--- config.mk ---
export PLATFORM = sky130hd
export DESIGN_NAME = sdp_decoder
export DESIGN_NICKNAME = d
export VERILOG_FILES = /design/src/logic/sdp_pkg.sv /design/src/logic/sdp_nv_timer.sv /design/src/logic/sdp_decoder.sv
export VERILOG_INCLUDE_DIRS = /design/src /design/src/logic
export SDC_FILE = /design/constraint.sdc
export NUM_CORES = 1
export LEC_CHECK = 0
export BUFFER_PORTS_ARGS = -buffer_cell sky130_fd_sc_hd__buf_2
export CAP_MARGIN = 30
export CORE_MARGIN = 3
export CORE_UTILIZATION = 57
export DETAILED_ROUTE_END_ITERATION = 16
export PLACE_DENSITY = 0.77
export SYNTH_ARGS = -nofsm -noshare
export SYNTH_HDL_FRONTEND = slang
export SYNTH_SLANG_ARGS = --single-unit
--- constraint.sdc ---
create_clock -name clock_in -period 3 [get_ports clock_in]
set_clock_uncertainty 0.1 [all_clocks]
set_input_delay 0 -clock clock_in [delete_from_list [all_inputs] [get_ports clock_in]]
set_output_delay 0 -clock clock_in [all_outputs]
set_load 0.02 [all_outputs]
--- src/logic/sdp_regs.svh ---
`ifndef SDP_REGS_SVH
`define SDP_REGS_SVH
// What this block does
// Address byte is fixed 010100 then two strap bits; mismatching frames are ignored.
// Read wiper (1001, select 00) replies 00 plus the chosen wiper position.
// Write wiper (1010, select 00) loads the data byte's low six bits.
// Read setting (1011) replies the saved setting picked by select and pot bits.
// Write setting (1100) stores the data byte's low six bits, nonvolatile write after chip select rises.
// Read status (0101) replies 00, zeros and the write-in-progress flag in bit 0.
// Transfer (1101) copies the chosen saved setting into that pot's wiper; two bytes.
// Store (1110) copies the pot's wiper into the chosen saved setting, then writes.
// Global recall (0001) loads every wiper from its chosen saved setting.
// Global store (1000) copies every wiper into its chosen saved setting, then writes.
// Step (0010, select 00) takes any number of step bits until chip select rises.
// A step bit of one moves the wiper up one tap toward the high terminal.
// A step bit of zero moves the wiper down one tap toward the low terminal.
// Nonvolatile programming starts only after chip select returns high.
// Select bits 00, 01, 10, 11 pick saved settings zero to three.
// Write-in-progress flag is one while the nonvolatile write runs, else zero.
// A nonvolatile write finishes within 5 ms of its start.
// After reset each wiper loads from its pot's saved setting zero.
// Steps past tap 0 or tap 63 leave the wiper at that end.
// Mismatched or broken-byte frames change no register, except that a broken step frame keeps the steps already taken.
// Setting writes are ignored while a nonvolatile write is running.
`define SDP_ADDR_FIXED 6'h14
`define SDP_OP_RD_WIPER 4'h9
`define SDP_OP_WR_WIPER 4'ha
`define SDP_OP_RD_SET 4'hb
`define SDP_OP_WR_SET 4'hc
`define SDP_OP_XFR 4'hd
`define SDP_OP_STORE 4'he
`define SDP_OP_GXFR 4'h1
`define SDP_OP_GSTORE 4'h8
`define SDP_OP_STEP 4'h2
`define SDP_OP_STATUS 4'h5
`define SDP_SEL_ZERO 2'h0
`define SDP_PAD_ZERO 2'h0
`define SDP_STATUS_PAD 7'h00
`define SDP_POS_MAX 6'h3f
`define SDP_POS_MIN 6'h00
`define SDP_SETTING_RESET 6'h00
`define SDP_BIT_LAST 3'h7
`define SDP_NV_WRITE_NS 5000000
`define SDP_CLK_PERIOD_NS 4
`endif

--- src/logic/sdp_pkg.sv ---
`include "sdp_regs.svh"
package sdp_pkg;
    typedef logic [5:0] sdp_pos_t;
    typedef sdp_pos_t [1:0] sdp_wipers_t;
    typedef enum logic [3:0] {
        OP_RD_WIPER = `SDP_OP_RD_WIPER,
        OP_WR_WIPER = `SDP_OP_WR_WIPER,
        OP_RD_SET = `SDP_OP_RD_SET,
        OP_WR_SET = `SDP_OP_WR_SET,
        OP_XFR = `SDP_OP_XFR,
        OP_STORE = `SDP_OP_STORE,
        OP_GXFR = `SDP_OP_GXFR,
        OP_GSTORE = `SDP_OP_GSTORE,
        OP_STEP = `SDP_OP_STEP,
        OP_STATUS = `SDP_OP_STATUS
    } sdp_op_e;
    typedef struct packed {
        sdp_op_e opcode;
        logic [1:0] sel;
        logic spare;
        logic pot;
    } sdp_cmd_s;
    typedef enum logic [1:0] {
        ST_IDLE = 2'b00,
        ST_ADDR = 2'b01,
        ST_INSTR = 2'b11,
        ST_DATA = 2'b10
    } sdp_state_e;
endpackage

--- src/logic/sdp_nv_timer.sv ---
`timescale 1ns/1ps
module sdp_nv_timer #(
    parameter int CYCLES = 1250000,
    parameter int CNT_W = 21
) (
    // Clock and reset
    input wire logic clock_in,
    input wire logic rst_b_in,
    // Control
    input wire logic start_in,
    output logic busy_out
);
    logic [CNT_W-1:0] cnt_q;

    initial begin
        if (CYCLES < 1 || CYCLES >= (2 ** CNT_W)) begin
            $error("sdp_nv_timer: CYCLES does not fit CNT_W");
        end
    end

    // Busy ends when the count runs out; a start while busy is refused upstream
    always_ff @(posedge clock_in or negedge rst_b_in) begin
        if (!rst_b_in) begin
            cnt_q <= '0;
            busy_out <= 1'b0;
        end else if (start_in && !busy_out) begin
            cnt_q <= CNT_W'(CYCLES - 1);
            busy_out <= 1'b1;
        end else if (busy_out) begin
            cnt_q <= cnt_q - CNT_W'(1);
            busy_out <= (cnt_q != '0);
        end
    end
endmodule

--- src/logic/sdp_decoder.sv ---
`timescale 1ns/1ps
`include "sdp_regs.svh"
module sdp_decoder #(
    parameter int NV_WRITE_CYCLES = `SDP_NV_WRITE_NS / `SDP_CLK_PERIOD_NS,
    parameter int NV_CNT_W = 21
) (
    // Clock and reset
    input wire logic clock_in,
    input wire logic rst_b_in,
    // Serial bus pins
    input wire logic sck_in,
    input wire logic cs_b_in,
    input wire logic si_in,
    output logic so_out,
    output logic so_oe_out,
    // Strap pins
    input wire logic strap_addr_hi_in,
    input wire logic strap_addr_lo_in,
    // Pot state
    output sdp_pkg::sdp_wipers_t wiper_pos_out,
    output logic write_in_progress_out
);
    import sdp_pkg::*;

    // ----------------------------------------
    // Pin synchronisers
    // ----------------------------------------
    localparam int NSYNC = 5;
    logic [NSYNC-1:0] pin_w, sync1_q, sync2_q;
    logic sck_d_q;
    assign pin_w = {strap_addr_lo_in, strap_addr_hi_in, si_in, cs_b_in, sck_in};

    for (genvar i = 0; i < NSYNC; i++) begin : g_sync
        always_ff @(posedge clock_in or negedge rst_b_in) begin
            if (!rst_b_in) begin
                sync1_q[i] <= 1'b1;
                sync2_q[i] <= 1'b1;
            end else begin
                sync1_q[i] <= pin_w[i];
                sync2_q[i] <= sync1_q[i];
            end
        end
    end

    logic cs_d_q;
    always_ff @(posedge clock_in or negedge rst_b_in) begin
        if (!rst_b_in) begin
            sck_d_q <= 1'b1;
            cs_d_q <= 1'b1;
        end else begin
            sck_d_q <= sync2_q[0];
            cs_d_q <= sync2_q[1];
        end
    end

    wire logic sck_w = sync2_q[0];
    wire logic cs_b_w = sync2_q[1];
    wire logic si_w = sync2_q[2];
    wire logic [1:0] strap_w = {sync2_q[3], sync2_q[4]};
    wire logic cs_fall_w = cs_d_q & ~cs_b_w;
    wire logic cs_rise_w = ~cs_d_q & cs_b_w;
    wire logic sck_rise_w = ~cs_b_w & ~sck_d_q & sck_w;
    wire logic sck_fall_w = ~cs_b_w & sck_d_q & ~sck_w;

    // ----------------------------------------
    // Frame state
    // ----------------------------------------
    sdp_state_e state_q;
    logic [2:0] bit_cnt_q;
    logic [1:0] data_bytes_q;
    logic frame_bad_q;
    logic [7:0] rx_q, data_q, tx_q;
    sdp_cmd_s cmd_q;
    sdp_pos_t wiper_q [2];
    sdp_pos_t saved_q [2][4];
    logic init_done_q;
    logic nv_busy_w;

    wire logic [7:0] rx_w = {rx_q[6:0], si_w};
    wire logic byte_end_w = sck_rise_w && (bit_cnt_q == `SDP_BIT_LAST);
    wire sdp_cmd_s cmd_nxt_w = sdp_cmd_s'(rx_w);
    wire logic addr_ok_w = (rx_w == {`SDP_ADDR_FIXED, strap_w});

    always_ff @(posedge clock_in or negedge rst_b_in) begin
        if (!rst_b_in) begin
            state_q <= ST_IDLE;
            bit_cnt_q <= '0;
            data_bytes_q <= '0;
            frame_bad_q <= 1'b0;
            rx_q <= '0;
            data_q <= '0;
            cmd_q <= '0;
        end else if (cs_fall_w) begin
            state_q <= ST_ADDR;
            bit_cnt_q <= '0;
            data_bytes_q <= '0;
            frame_bad_q <= 1'b0;
        end else if (cs_rise_w) begin
            state_q <= ST_IDLE;
        end else if (sck_rise_w && state_q != ST_IDLE) begin
            rx_q <= rx_w;
            bit_cnt_q <= bit_cnt_q + 3'h1;
            if (byte_end_w) begin
                case (state_q)
                    ST_ADDR: begin
                        frame_bad_q <= ~addr_ok_w;
                        state_q <= ST_INSTR;
                    end
                    ST_INSTR: begin
                        cmd_q <= cmd_nxt_w;
                        state_q <= ST_DATA;
                    end
                    ST_DATA: begin
                        data_q <= rx_w;
                        if (data_bytes_q != 2'h3) begin
                            data_bytes_q <= data_bytes_q + 2'h1;
                        end
                    end
                    default: state_q <= ST_IDLE;
                endcase
            end
        end
    end

    // ----------------------------------------
    // Command decode
    // ----------------------------------------
    // Commands other than step and the reads act only on a clean byte boundary at chip select rise; step acts on each clock rise
    wire logic exec_w = cs_rise_w && !frame_bad_q && state_q == ST_DATA && bit_cnt_q == '0;
    wire logic two_byte_w = exec_w && data_bytes_q == 2'h0;
    wire logic three_byte_w = exec_w && data_bytes_q == 2'h1;
    wire logic sel0_w = cmd_q.sel == `SDP_SEL_ZERO;
    wire logic do_wr_wiper_w = three_byte_w && cmd_q.opcode == OP_WR_WIPER && sel0_w;
    wire logic do_xfr_w = two_byte_w && cmd_q.opcode == OP_XFR;
    wire logic do_gxfr_w = two_byte_w && cmd_q.opcode == OP_GXFR;
    wire logic do_wr_set_w = three_byte_w && cmd_q.opcode == OP_WR_SET && !nv_busy_w;
    wire logic do_store_w = two_byte_w && cmd_q.opcode == OP_STORE && !nv_busy_w;
    wire logic do_gstore_w = two_byte_w && cmd_q.opcode == OP_GSTORE && !nv_busy_w;
    wire logic nv_start_w = do_wr_set_w | do_store_w | do_gstore_w;
    wire logic stepping_w = state_q == ST_DATA && !frame_bad_q && cmd_q.opcode == OP_STEP && sel0_w;
    wire logic step_w = sck_rise_w && stepping_w;

    // ----------------------------------------
    // Wiper and saved settings
    // ----------------------------------------
    for (genvar p = 0; p < 2; p++) begin : g_pot
        wire logic hit_w = cmd_q.pot == 1'(p);
        wire sdp_pos_t cur_w = wiper_q[p];
        wire logic up_ok_w = cur_w != `SDP_POS_MAX;
        wire logic dn_ok_w = cur_w != `SDP_POS_MIN;
        always_ff @(posedge clock_in or negedge rst_b_in) begin
            if (!rst_b_in) begin
                wiper_q[p] <= `SDP_SETTING_RESET;
            end else if (!init_done_q) begin
                wiper_q[p] <= saved_q[p][0];
            end else if (step_w && hit_w) begin
                if (si_w && up_ok_w) begin
                    wiper_q[p] <= cur_w + 6'h01;
                end else if (!si_w && dn_ok_w) begin
                    wiper_q[p] <= cur_w - 6'h01;
                end
            end else if (do_wr_wiper_w && hit_w) begin
                wiper_q[p] <= data_q[5:0];
            end else if ((do_xfr_w && hit_w) || do_gxfr_w) begin
                wiper_q[p] <= saved_q[p][cmd_q.sel];
            end
        end
        for (genvar s = 0; s < 4; s++) begin : g_set
            wire logic sel_hit_w = cmd_q.sel == 2'(s);
            always_ff @(posedge clock_in or negedge rst_b_in) begin
                if (!rst_b_in) begin
                    saved_q[p][s] <= `SDP_SETTING_RESET;
                end else if (do_wr_set_w && hit_w && sel_hit_w) begin
                    saved_q[p][s] <= data_q[5:0];
                end else if (((do_store_w && hit_w) || do_gstore_w) && sel_hit_w) begin
                    saved_q[p][s] <= cur_w;
                end
            end
        end
        assign wiper_pos_out[p] = wiper_q[p];
    end

    always_ff @(posedge clock_in or negedge rst_b_in) begin
        if (!rst_b_in) begin
            init_done_q <= 1'b0;
        end else begin
            init_done_q <= 1'b1;
        end
    end

    // ----------------------------------------
    // Nonvolatile write timer
    // ----------------------------------------
    sdp_nv_timer #(
        .CYCLES(NV_WRITE_CYCLES),
        .CNT_W(NV_CNT_W)
    ) u_nv_timer (
        .clock_in(clock_in),
        .rst_b_in(rst_b_in),
        .start_in(nv_start_w),
        .busy_out(nv_busy_w)
    );
    assign write_in_progress_out = nv_busy_w;

    // ----------------------------------------
    // Reply shifter
    // ----------------------------------------
    wire sdp_pos_t reply_wiper_w = wiper_q[cmd_nxt_w.pot];
    wire sdp_pos_t reply_set_w = saved_q[cmd_nxt_w.pot][cmd_nxt_w.sel];
    wire logic nxt_sel0_w = cmd_nxt_w.sel == `SDP_SEL_ZERO;
    wire logic [7:0] reply_w =
        frame_bad_q ? '0 :
        (cmd_nxt_w.opcode == OP_RD_WIPER && nxt_sel0_w) ? {`SDP_PAD_ZERO, reply_wiper_w} :
        (cmd_nxt_w.opcode == OP_RD_SET) ? {`SDP_PAD_ZERO, reply_set_w} :
        (cmd_nxt_w.opcode == OP_STATUS) ? {`SDP_STATUS_PAD, nv_busy_w} : '0;

    // Data leaves on falling edges so it is settled before the host samples
    always_ff @(posedge clock_in or negedge rst_b_in) begin
        if (!rst_b_in) begin
            tx_q <= '0;
            so_out <= 1'b0;
            so_oe_out <= 1'b0;
        end else if (cs_fall_w || cs_rise_w) begin
            tx_q <= '0;
            so_out <= 1'b0;
            so_oe_out <= cs_fall_w;
        end else if (byte_end_w && state_q == ST_INSTR) begin
            tx_q <= reply_w;
        end else if (sck_fall_w) begin
            so_out <= tx_q[7];
            tx_q <= {tx_q[6:0], 1'b0};
        end
    end

    wire logic reply_load_w = byte_end_w && state_q == ST_INSTR && !frame_bad_q;
endmodule

==> flow_metrics.py, run 1 <==
metrics = {
    "synth": {
        "ys_ff_latch": 133,
        "synth_top_flop_cell": "dfrtp_1",
        "postSynthAreaPerCell_sq_um": 10.2,
        "ys.warnings.count": 0,
        "synth.distinct_cells": 64,
        "synthArstFlopShare": 1.00,
        "synth_area_sq_mm": 0.00772,
        "ys_seq_area_frac": 0.433,
        "synth_cells": 754,
        "synth_edf_count": 0,
        "syn-num-nets": 781,
    },
    "clock_tree": {
        "root_buffer": "clkbuf_16",
        "cts_tree": "built",
        "clock_sinks": 133,
        "clock_latency_ps": 420,
        "cts_max_level": 4,
        "path_clk_slew_ps": 60,
        "clock_path_buffers": 2,
        "cts_inserted_buffers": 17,
    },
    "final_layout": {
        "syn_to_final_growth_pct": 13.1,
        "nFillCells": 971,
        "fin_nets": 805,
        "layout_commonest_cell": "dfrtp_1",
        "drive_above_1_share": 0.187,
        "antenna_cells": 0,
        "layout_common_cells": "dfrtp_1, nand2_1, o21ai_0",
    },
    "placement": {
        "hpwl_microns": 14000,
        "place_congestion": 0.993,
        "port-buffer-count": 21,
    },
    "timing": {
        "grt_setup_unrepaired": "no",
        "setup_violations": 0,
        "setup_tns_ps": 0,
        "hold_viol": 0,
        "period_share": 0.961,
        "worst_pin_slew_ps": 870,
        "slew_headroom": 0.417,
        "whs_ps": 34.9,
        "max_freq_mhz": 347,
        "fin_crit_ps": 2880,
        "drv_slew": 0,
    },
    "floorplanning": {
        "core-area_sq_mm": 0.0129,
        "rows": 41,
        "initial_core_util": 0.597,
        "die_w_microns": 122,
        "io_pins": 22,
        "fp.dieArea_sq_mm": 0.0150,
        "die_h_microns": 122,
    },
    "flow_run": {
        "maxCapViolCount": 0,
    },
    "global_routing": {
        "grt_pass1_wl_microns": 32500,
        "grt_pass1_vias": 6100,
        "grt.total_usage": 0.284,
        "overflow": 0,
        "antenna_found_initial": 0,
        "grt_max_degree": 68,
    },
    "worst_setup_path": {
        "end_kind": "flip-flop",
        "path_max_fanout": 5,
        "startpoint_type": "flip-flop",
        "critPathKind": "reg -> reg",
        "required_ps": 3240,
        "critPathArrivalTime_ps": 3120,
    },
    "routing": {
        "routedWlPerCell_microns": 20.8,
        "vias": 6197,
        "drc": 0,
        "viasPerCell": 6.44,
        "drt_iter0_drc": 620,
        "wirelength_microns": 20000,
        "ant_nets": 0,
        "firstDrtPassIters": 5,
    },
    "pwr": {
        "leakage_uw": 0.00412,
        "cellPowerDensity_mw_per_mm2": 529,
        "ir_drop_uv": 514,
    },
    "hold_path": {
        "min_path_type": "in -> async",
    },
    "status": {
        "outcome": "finished clean",
    },
}
cell type report:
class / count / area, sq um / area share
multi-input combinational: 555 / 4130 / 0.473
tap: 172 / 215 / 0.0247
sequential: 133 / 3340 / 0.383
inverter: 17 / 63.8 / 0.00731
timing repair buffer: 54 / 387 / 0.0443
clock inverter: 13 / 150 / 0.0172
clock buffer: 19 / 443 / 0.0507
sequential cells by signal, indices dropped and copies added (netlist names):
signal / cells
so_out: 1
cs_b_w: 1
rx_q: 7
state_q: 2
sck_d_q: 1
data_bytes_q: 2
strap_w: 2
cmd_q: 6
data_q: 6
g_pot.hit_w: 1
bit_cnt_q: 3
u_nv_timer.busy_out: 1
sck_w: 1
frame_bad_q: 1
sync1_q: 5
g_pot.cur_w: 12
saved_q: 48
init_done_q: 1
si_w: 1
so_oe_out: 1
cs_d_q: 1
u_nv_timer.cnt_q: 21
tx_q: 8
Yosys cell counts (all sizes together) (7+ instances only):
| cell | count | share of area |
|---|---|---|
| a21oi | 21 | 0.014 |
| a31oi | 7 | 0.0057 |
| buf | 8 | 0.0041 |
| clkbuf | 41 | 0.020 |
| dfrtp | 121 | 0.39 |
| dfstp | 12 | 0.041 |
| ha | 18 | 0.029 |
| inv | 17 | 0.0083 |
| mux2 | 22 | 0.032 |
| mux2i | 72 | 0.093 |
| mux4 | 24 | 0.070 |
| nand2 | 98 | 0.048 |
| nand2b | 8 | 0.0065 |
| nand3 | 22 | 0.014 |
| nand4 | 20 | 0.016 |
| nor2 | 33 | 0.016 |
| nor3 | 12 | 0.0092 |
| o211ai | 7 | 0.0068 |
| o21ai | 79 | 0.051 |
| or4 | 8 | 0.0092 |
| xor2 | 9 | 0.010 |
cell families (layout without fill, tap and decap cells):
logic type / Yosys count / in the layout / synth area share
adders and majority gates: 20 / 20 / 0.0344
and+or+nand+nor: 238 / 238 / 0.158
AOI/OAI and AO/OA: 164 / 164 / 0.130
buffers and inverters: 66 / 103 / 0.0324
muxes: 118 / 118 / 0.195
other: 1 / 1 / 0.000486
xor gates and xnor gates: 14 / 14 / 0.0159
DFF: 133 / 133 / 0.433
what timing repair did:
item / CTS / global route
gates resized for setup: 0 / 1
hold endpoints to repair: 72 / 0
setup buffers: 0 / 0
setup endpoints to repair: 0 / 1
hold buffers: 6 / 0
power breakdown:
part           internal [uW]  total, uW  switching (uW)
Clock                   1250       2070             819
Sequential              1870       2030             156
Combinational            242        516             274
Total                   3370       4620            1250
metal layers:
layer  routed length, microns  GRT usage  vias to the layer above
met5                        0          0                        -
met4                      395      0.110                        0
met3                     1770     0.0719                       36
met2                     9390      0.432                      266
met1                     8440      0.394                     3063
li1                         -          -                     2832
through the flow:
| step | instances | instance area, sq um | setup slack [ps] | utilization | power (uW) |
|---|---|---|---|---|---|
| finish | 963 | 8730 | 118 | 0.675 | 4620 |
| detailed placement | 925 | 8080 | 132 | 0.625 | 2560 |
| CTS | 963 | 8730 | 111 | 0.675 | 4640 |
| global route | 963 | 8730 | 6.47 | 0.675 | 4800 |
| floorplan | 754 | 7720 | 124 | - | 2370 |
| global placement | 925 | 8080 | 209 | 0.625 | 2540 |
final timing paths:
check                                                start                          endpoint  slack (ps)  depth (start not counted)
hold / removal                                    rst_b_in  u_nv_timer.cnt_q[19]$_DFFE_PN0P_          30                          2
setup reg to reg           u_nv_timer.cnt_q[1]$_DFFE_PN0P_  u_nv_timer.cnt_q[17]$_DFFE_PN0P_         120                          6
max in group asynchronous                         rst_b_in            saved_q[5]$_DFFE_PN0P_        1980                          3
min in group clock_in                     strap_addr_lo_in              sync1_q[4]$_DFF_PN1_         130                          2
setup / recovery           u_nv_timer.cnt_q[1]$_DFFE_PN0P_  u_nv_timer.cnt_q[17]$_DFFE_PN0P_         120                          6
hold reg to reg                       sync1_q[1]$_DFF_PN1_                  cs_b_w$_DFF_PN1_         250                          0
worst max-delay path, cell delays in order (launching register included):
cell,delay [ps]
dfrtp_1,400
or4b_4,560
or4_4,460
or4_4,450
or4_4,480
nor3_4,140
mux2i_1,210
(Power assumes the default switching activity.)
==> run 2: changes to the inputs <==
Settings changed: CORE_UTILIZATION 57 to 40, PLACE_DENSITY 0.77 to default.
==> flow_metrics.py, run 2 (synthesized netlist as in run 1, its figures left out) <==
metrics = {
    "final_layout": {
        "fin_nets": 809,
        "largest_reg_flops": 48,
        "syn_to_final_growth_pct": 14.7,
        "antenna_cells": 0,
        "final_cell_area_sq_mm": 0.00885,
        "drive_above_1_share": 0.192,
        "regMostFlops": "saved_q",
        "layout_common_cells": "dfrtp_1, nand2_1, o21ai_0",
        "finalNonFillerCells": 1055,
        "layout_commonest_cell": "dfrtp_1",
    },
    "clock_tree": {
        "root_buffer": "clkbuf_16",
        "cts_inserted_buffers": 17,
        "path_clk_slew_ps": 60,
        "postCtsSetupBuffers": 0,
        "clock_path_buffers": 2,
        "cts_max_level": 4,
        "clock_sinks": 133,
        "cts_tree": "built",
        "clock_latency_ps": 430,
    },
    "flow_run": {
        "maxCapViolCount": 0,
    },
    "worst_setup_path": {
        "critPathSlowestCell": "or4b_4",
        "path_max_fanout": 5,
        "end_kind": "flip-flop",
        "critPathKind": "reg -> reg",
        "cpMostUsedCell": "or4_4",
        "path_cells": "or4b_4 > or4_4 > or4_4 > or4_4 > nor3_4 > mux2i_1",
        "startpoint_type": "flip-flop",
        "critPathArrivalTime_ps": 3120,
        "cp_num_buf_inv": 0,
        "critPathTopFamily": "simple AND/OR/NAND/NOR gates",
        "cp_slowest_stage_delay_ps": 560,
        "required_ps": 3240,
    },
    "floorplanning": {
        "rows": 50,
        "initial_core_util": 0.410,
        "die_h_microns": 145,
        "fp.dieArea_sq_mm": 0.0210,
        "io_pins": 22,
        "core-area_sq_mm": 0.0188,
        "die_w_microns": 145,
    },
    "timing": {
        "grt_setup_unrepaired": "yes",
        "fin_crit_ps": 2880,
        "slew_headroom": 0.398,
        "drv_slew": 0,
        "period_share": 0.960,
        "finalWorstSetupSlack_ps": 121,
        "hold_viol": 0,
        "worst_pin_slew_ps": 899,
        "setup_violations": 0,
        "whs_ps": 64.1,
        "max_freq_mhz": 347,
    },
    "routing": {
        "wirelength_microns": 20300,
        "firstDrtPassIters": 5,
        "drt_iter0_drc": 619,
        "ant_nets": 0,
        "drc": 0,
        "routedWlPerCell_microns": 19.2,
        "vias": 6082,
        "viasPerCell": 5.76,
    },
    "global_routing": {
        "grt.total_usage": 0.198,
        "grt_pass1_wl_microns": 33400,
        "grt_pass1_vias": 6032,
        "grt_max_degree": 76,
        "antenna_found_initial": 0,
        "overflow": 0,
    },
    "pwr": {
        "internal_power_uw": 3280,
        "leakage_uw": 0.00413,
        "power_uw": 4580,
        "power_frac_comb": 0.116,
        "power_frac_seq": 0.440,
        "ir_drop_uv": 350,
        "switching_share": 0.284,
        "power_switching_uw": 1300,
        "p_clk_frac": 0.444,
        "cellPowerDensity_mw_per_mm2": 518,
    },
    "placement": {
        "placedCellCount": 1017,
        "hpwl_microns": 14700,
        "place_ws_ps": 113,
        "placed_area_sq_mm": 0.00822,
        "port-buffer-count": 21,
        "place_congestion": 0.969,
    },
    "status": {
        "outcome": "finished clean",
    },
    "hold_path": {
        "min_path_type": "in -> async",
    },
}
==> run 2: power by group through the flow <==
stage | logic [uW] | clock network (uW) | registers [uW]
2_1_floorplan | 397 | 0 | 1970
3_3_place_gp | 507 | 0 | 2040
3_5_place_dp | 526 | 0 | 2050
4_1_cts | 534 | 2070 | 2020
5_1_grt | 593 | 2180 | 2030
6_report | 531 | 2040 | 2020
==> run 2: worst paths after layout <==
check	startpoint	endpoint	slack, ps	cells past startpoint
max in group asynchronous	rst_b_in	g_pot[1].cur_w[5]$_DFFE_PN0P_	1950	3
hold reg to reg	sync1_q[4]$_DFF_PN1_	strap_w[0]$_DFF_PN1_	260	0
setup / recovery	u_nv_timer.cnt_q[1]$_DFFE_PN0P_	u_nv_timer.cnt_q[17]$_DFFE_PN0P_	120	6
hold / removal	rst_b_in	u_nv_timer.cnt_q[5]$_DFFE_PN0P_	60	2
setup reg to reg	u_nv_timer.cnt_q[1]$_DFFE_PN0P_	u_nv_timer.cnt_q[17]$_DFFE_PN0P_	120	6
min in group clock_in	strap_addr_lo_in	sync1_q[4]$_DFF_PN1_	110	2
==> run 2: timing repair <==
action                                  CTS  global route
endpoints found under the setup margin    0             9
hold buffers                              6             0
resized for setup                         0             2
hold endpoints to repair                 79             0
==> run 2: worst register-to-register path, stage by stage, from the launching register on <==
cell and delay (ps):
dfrtp_1 390, or4b_4 560, or4_4 460, or4_4 460, or4_4 480, nor3_4 140
mux2i_1 210
==> run 2: stage by stage <==
step	TNS, ps	util
floorplan	0	-
global placement	0	0.436
detailed placement	0	0.436
CTS	0	0.470
global route	-6.46	0.470
finish	0	0.470
==> run 2: area by class of cell <==
class                   count  area [sq um]
fillers                  1730          9980
clock inverters            14           145
flip-flops and latches    133          3340
well taps                 260           325
inverters                  17          63.8
repair buffers             58           417
multi-input cells         555          4130
clock buffers              18           429
==> run 2: layer usage <==
metal  up-vias  share of wire  global-route usage
li1       2833              -                   -
met1      2995           0.46               0.273
met2       218           0.46               0.315
met3        36          0.061              0.0434
met4         0          0.022              0.0622
met5         -              0                   0
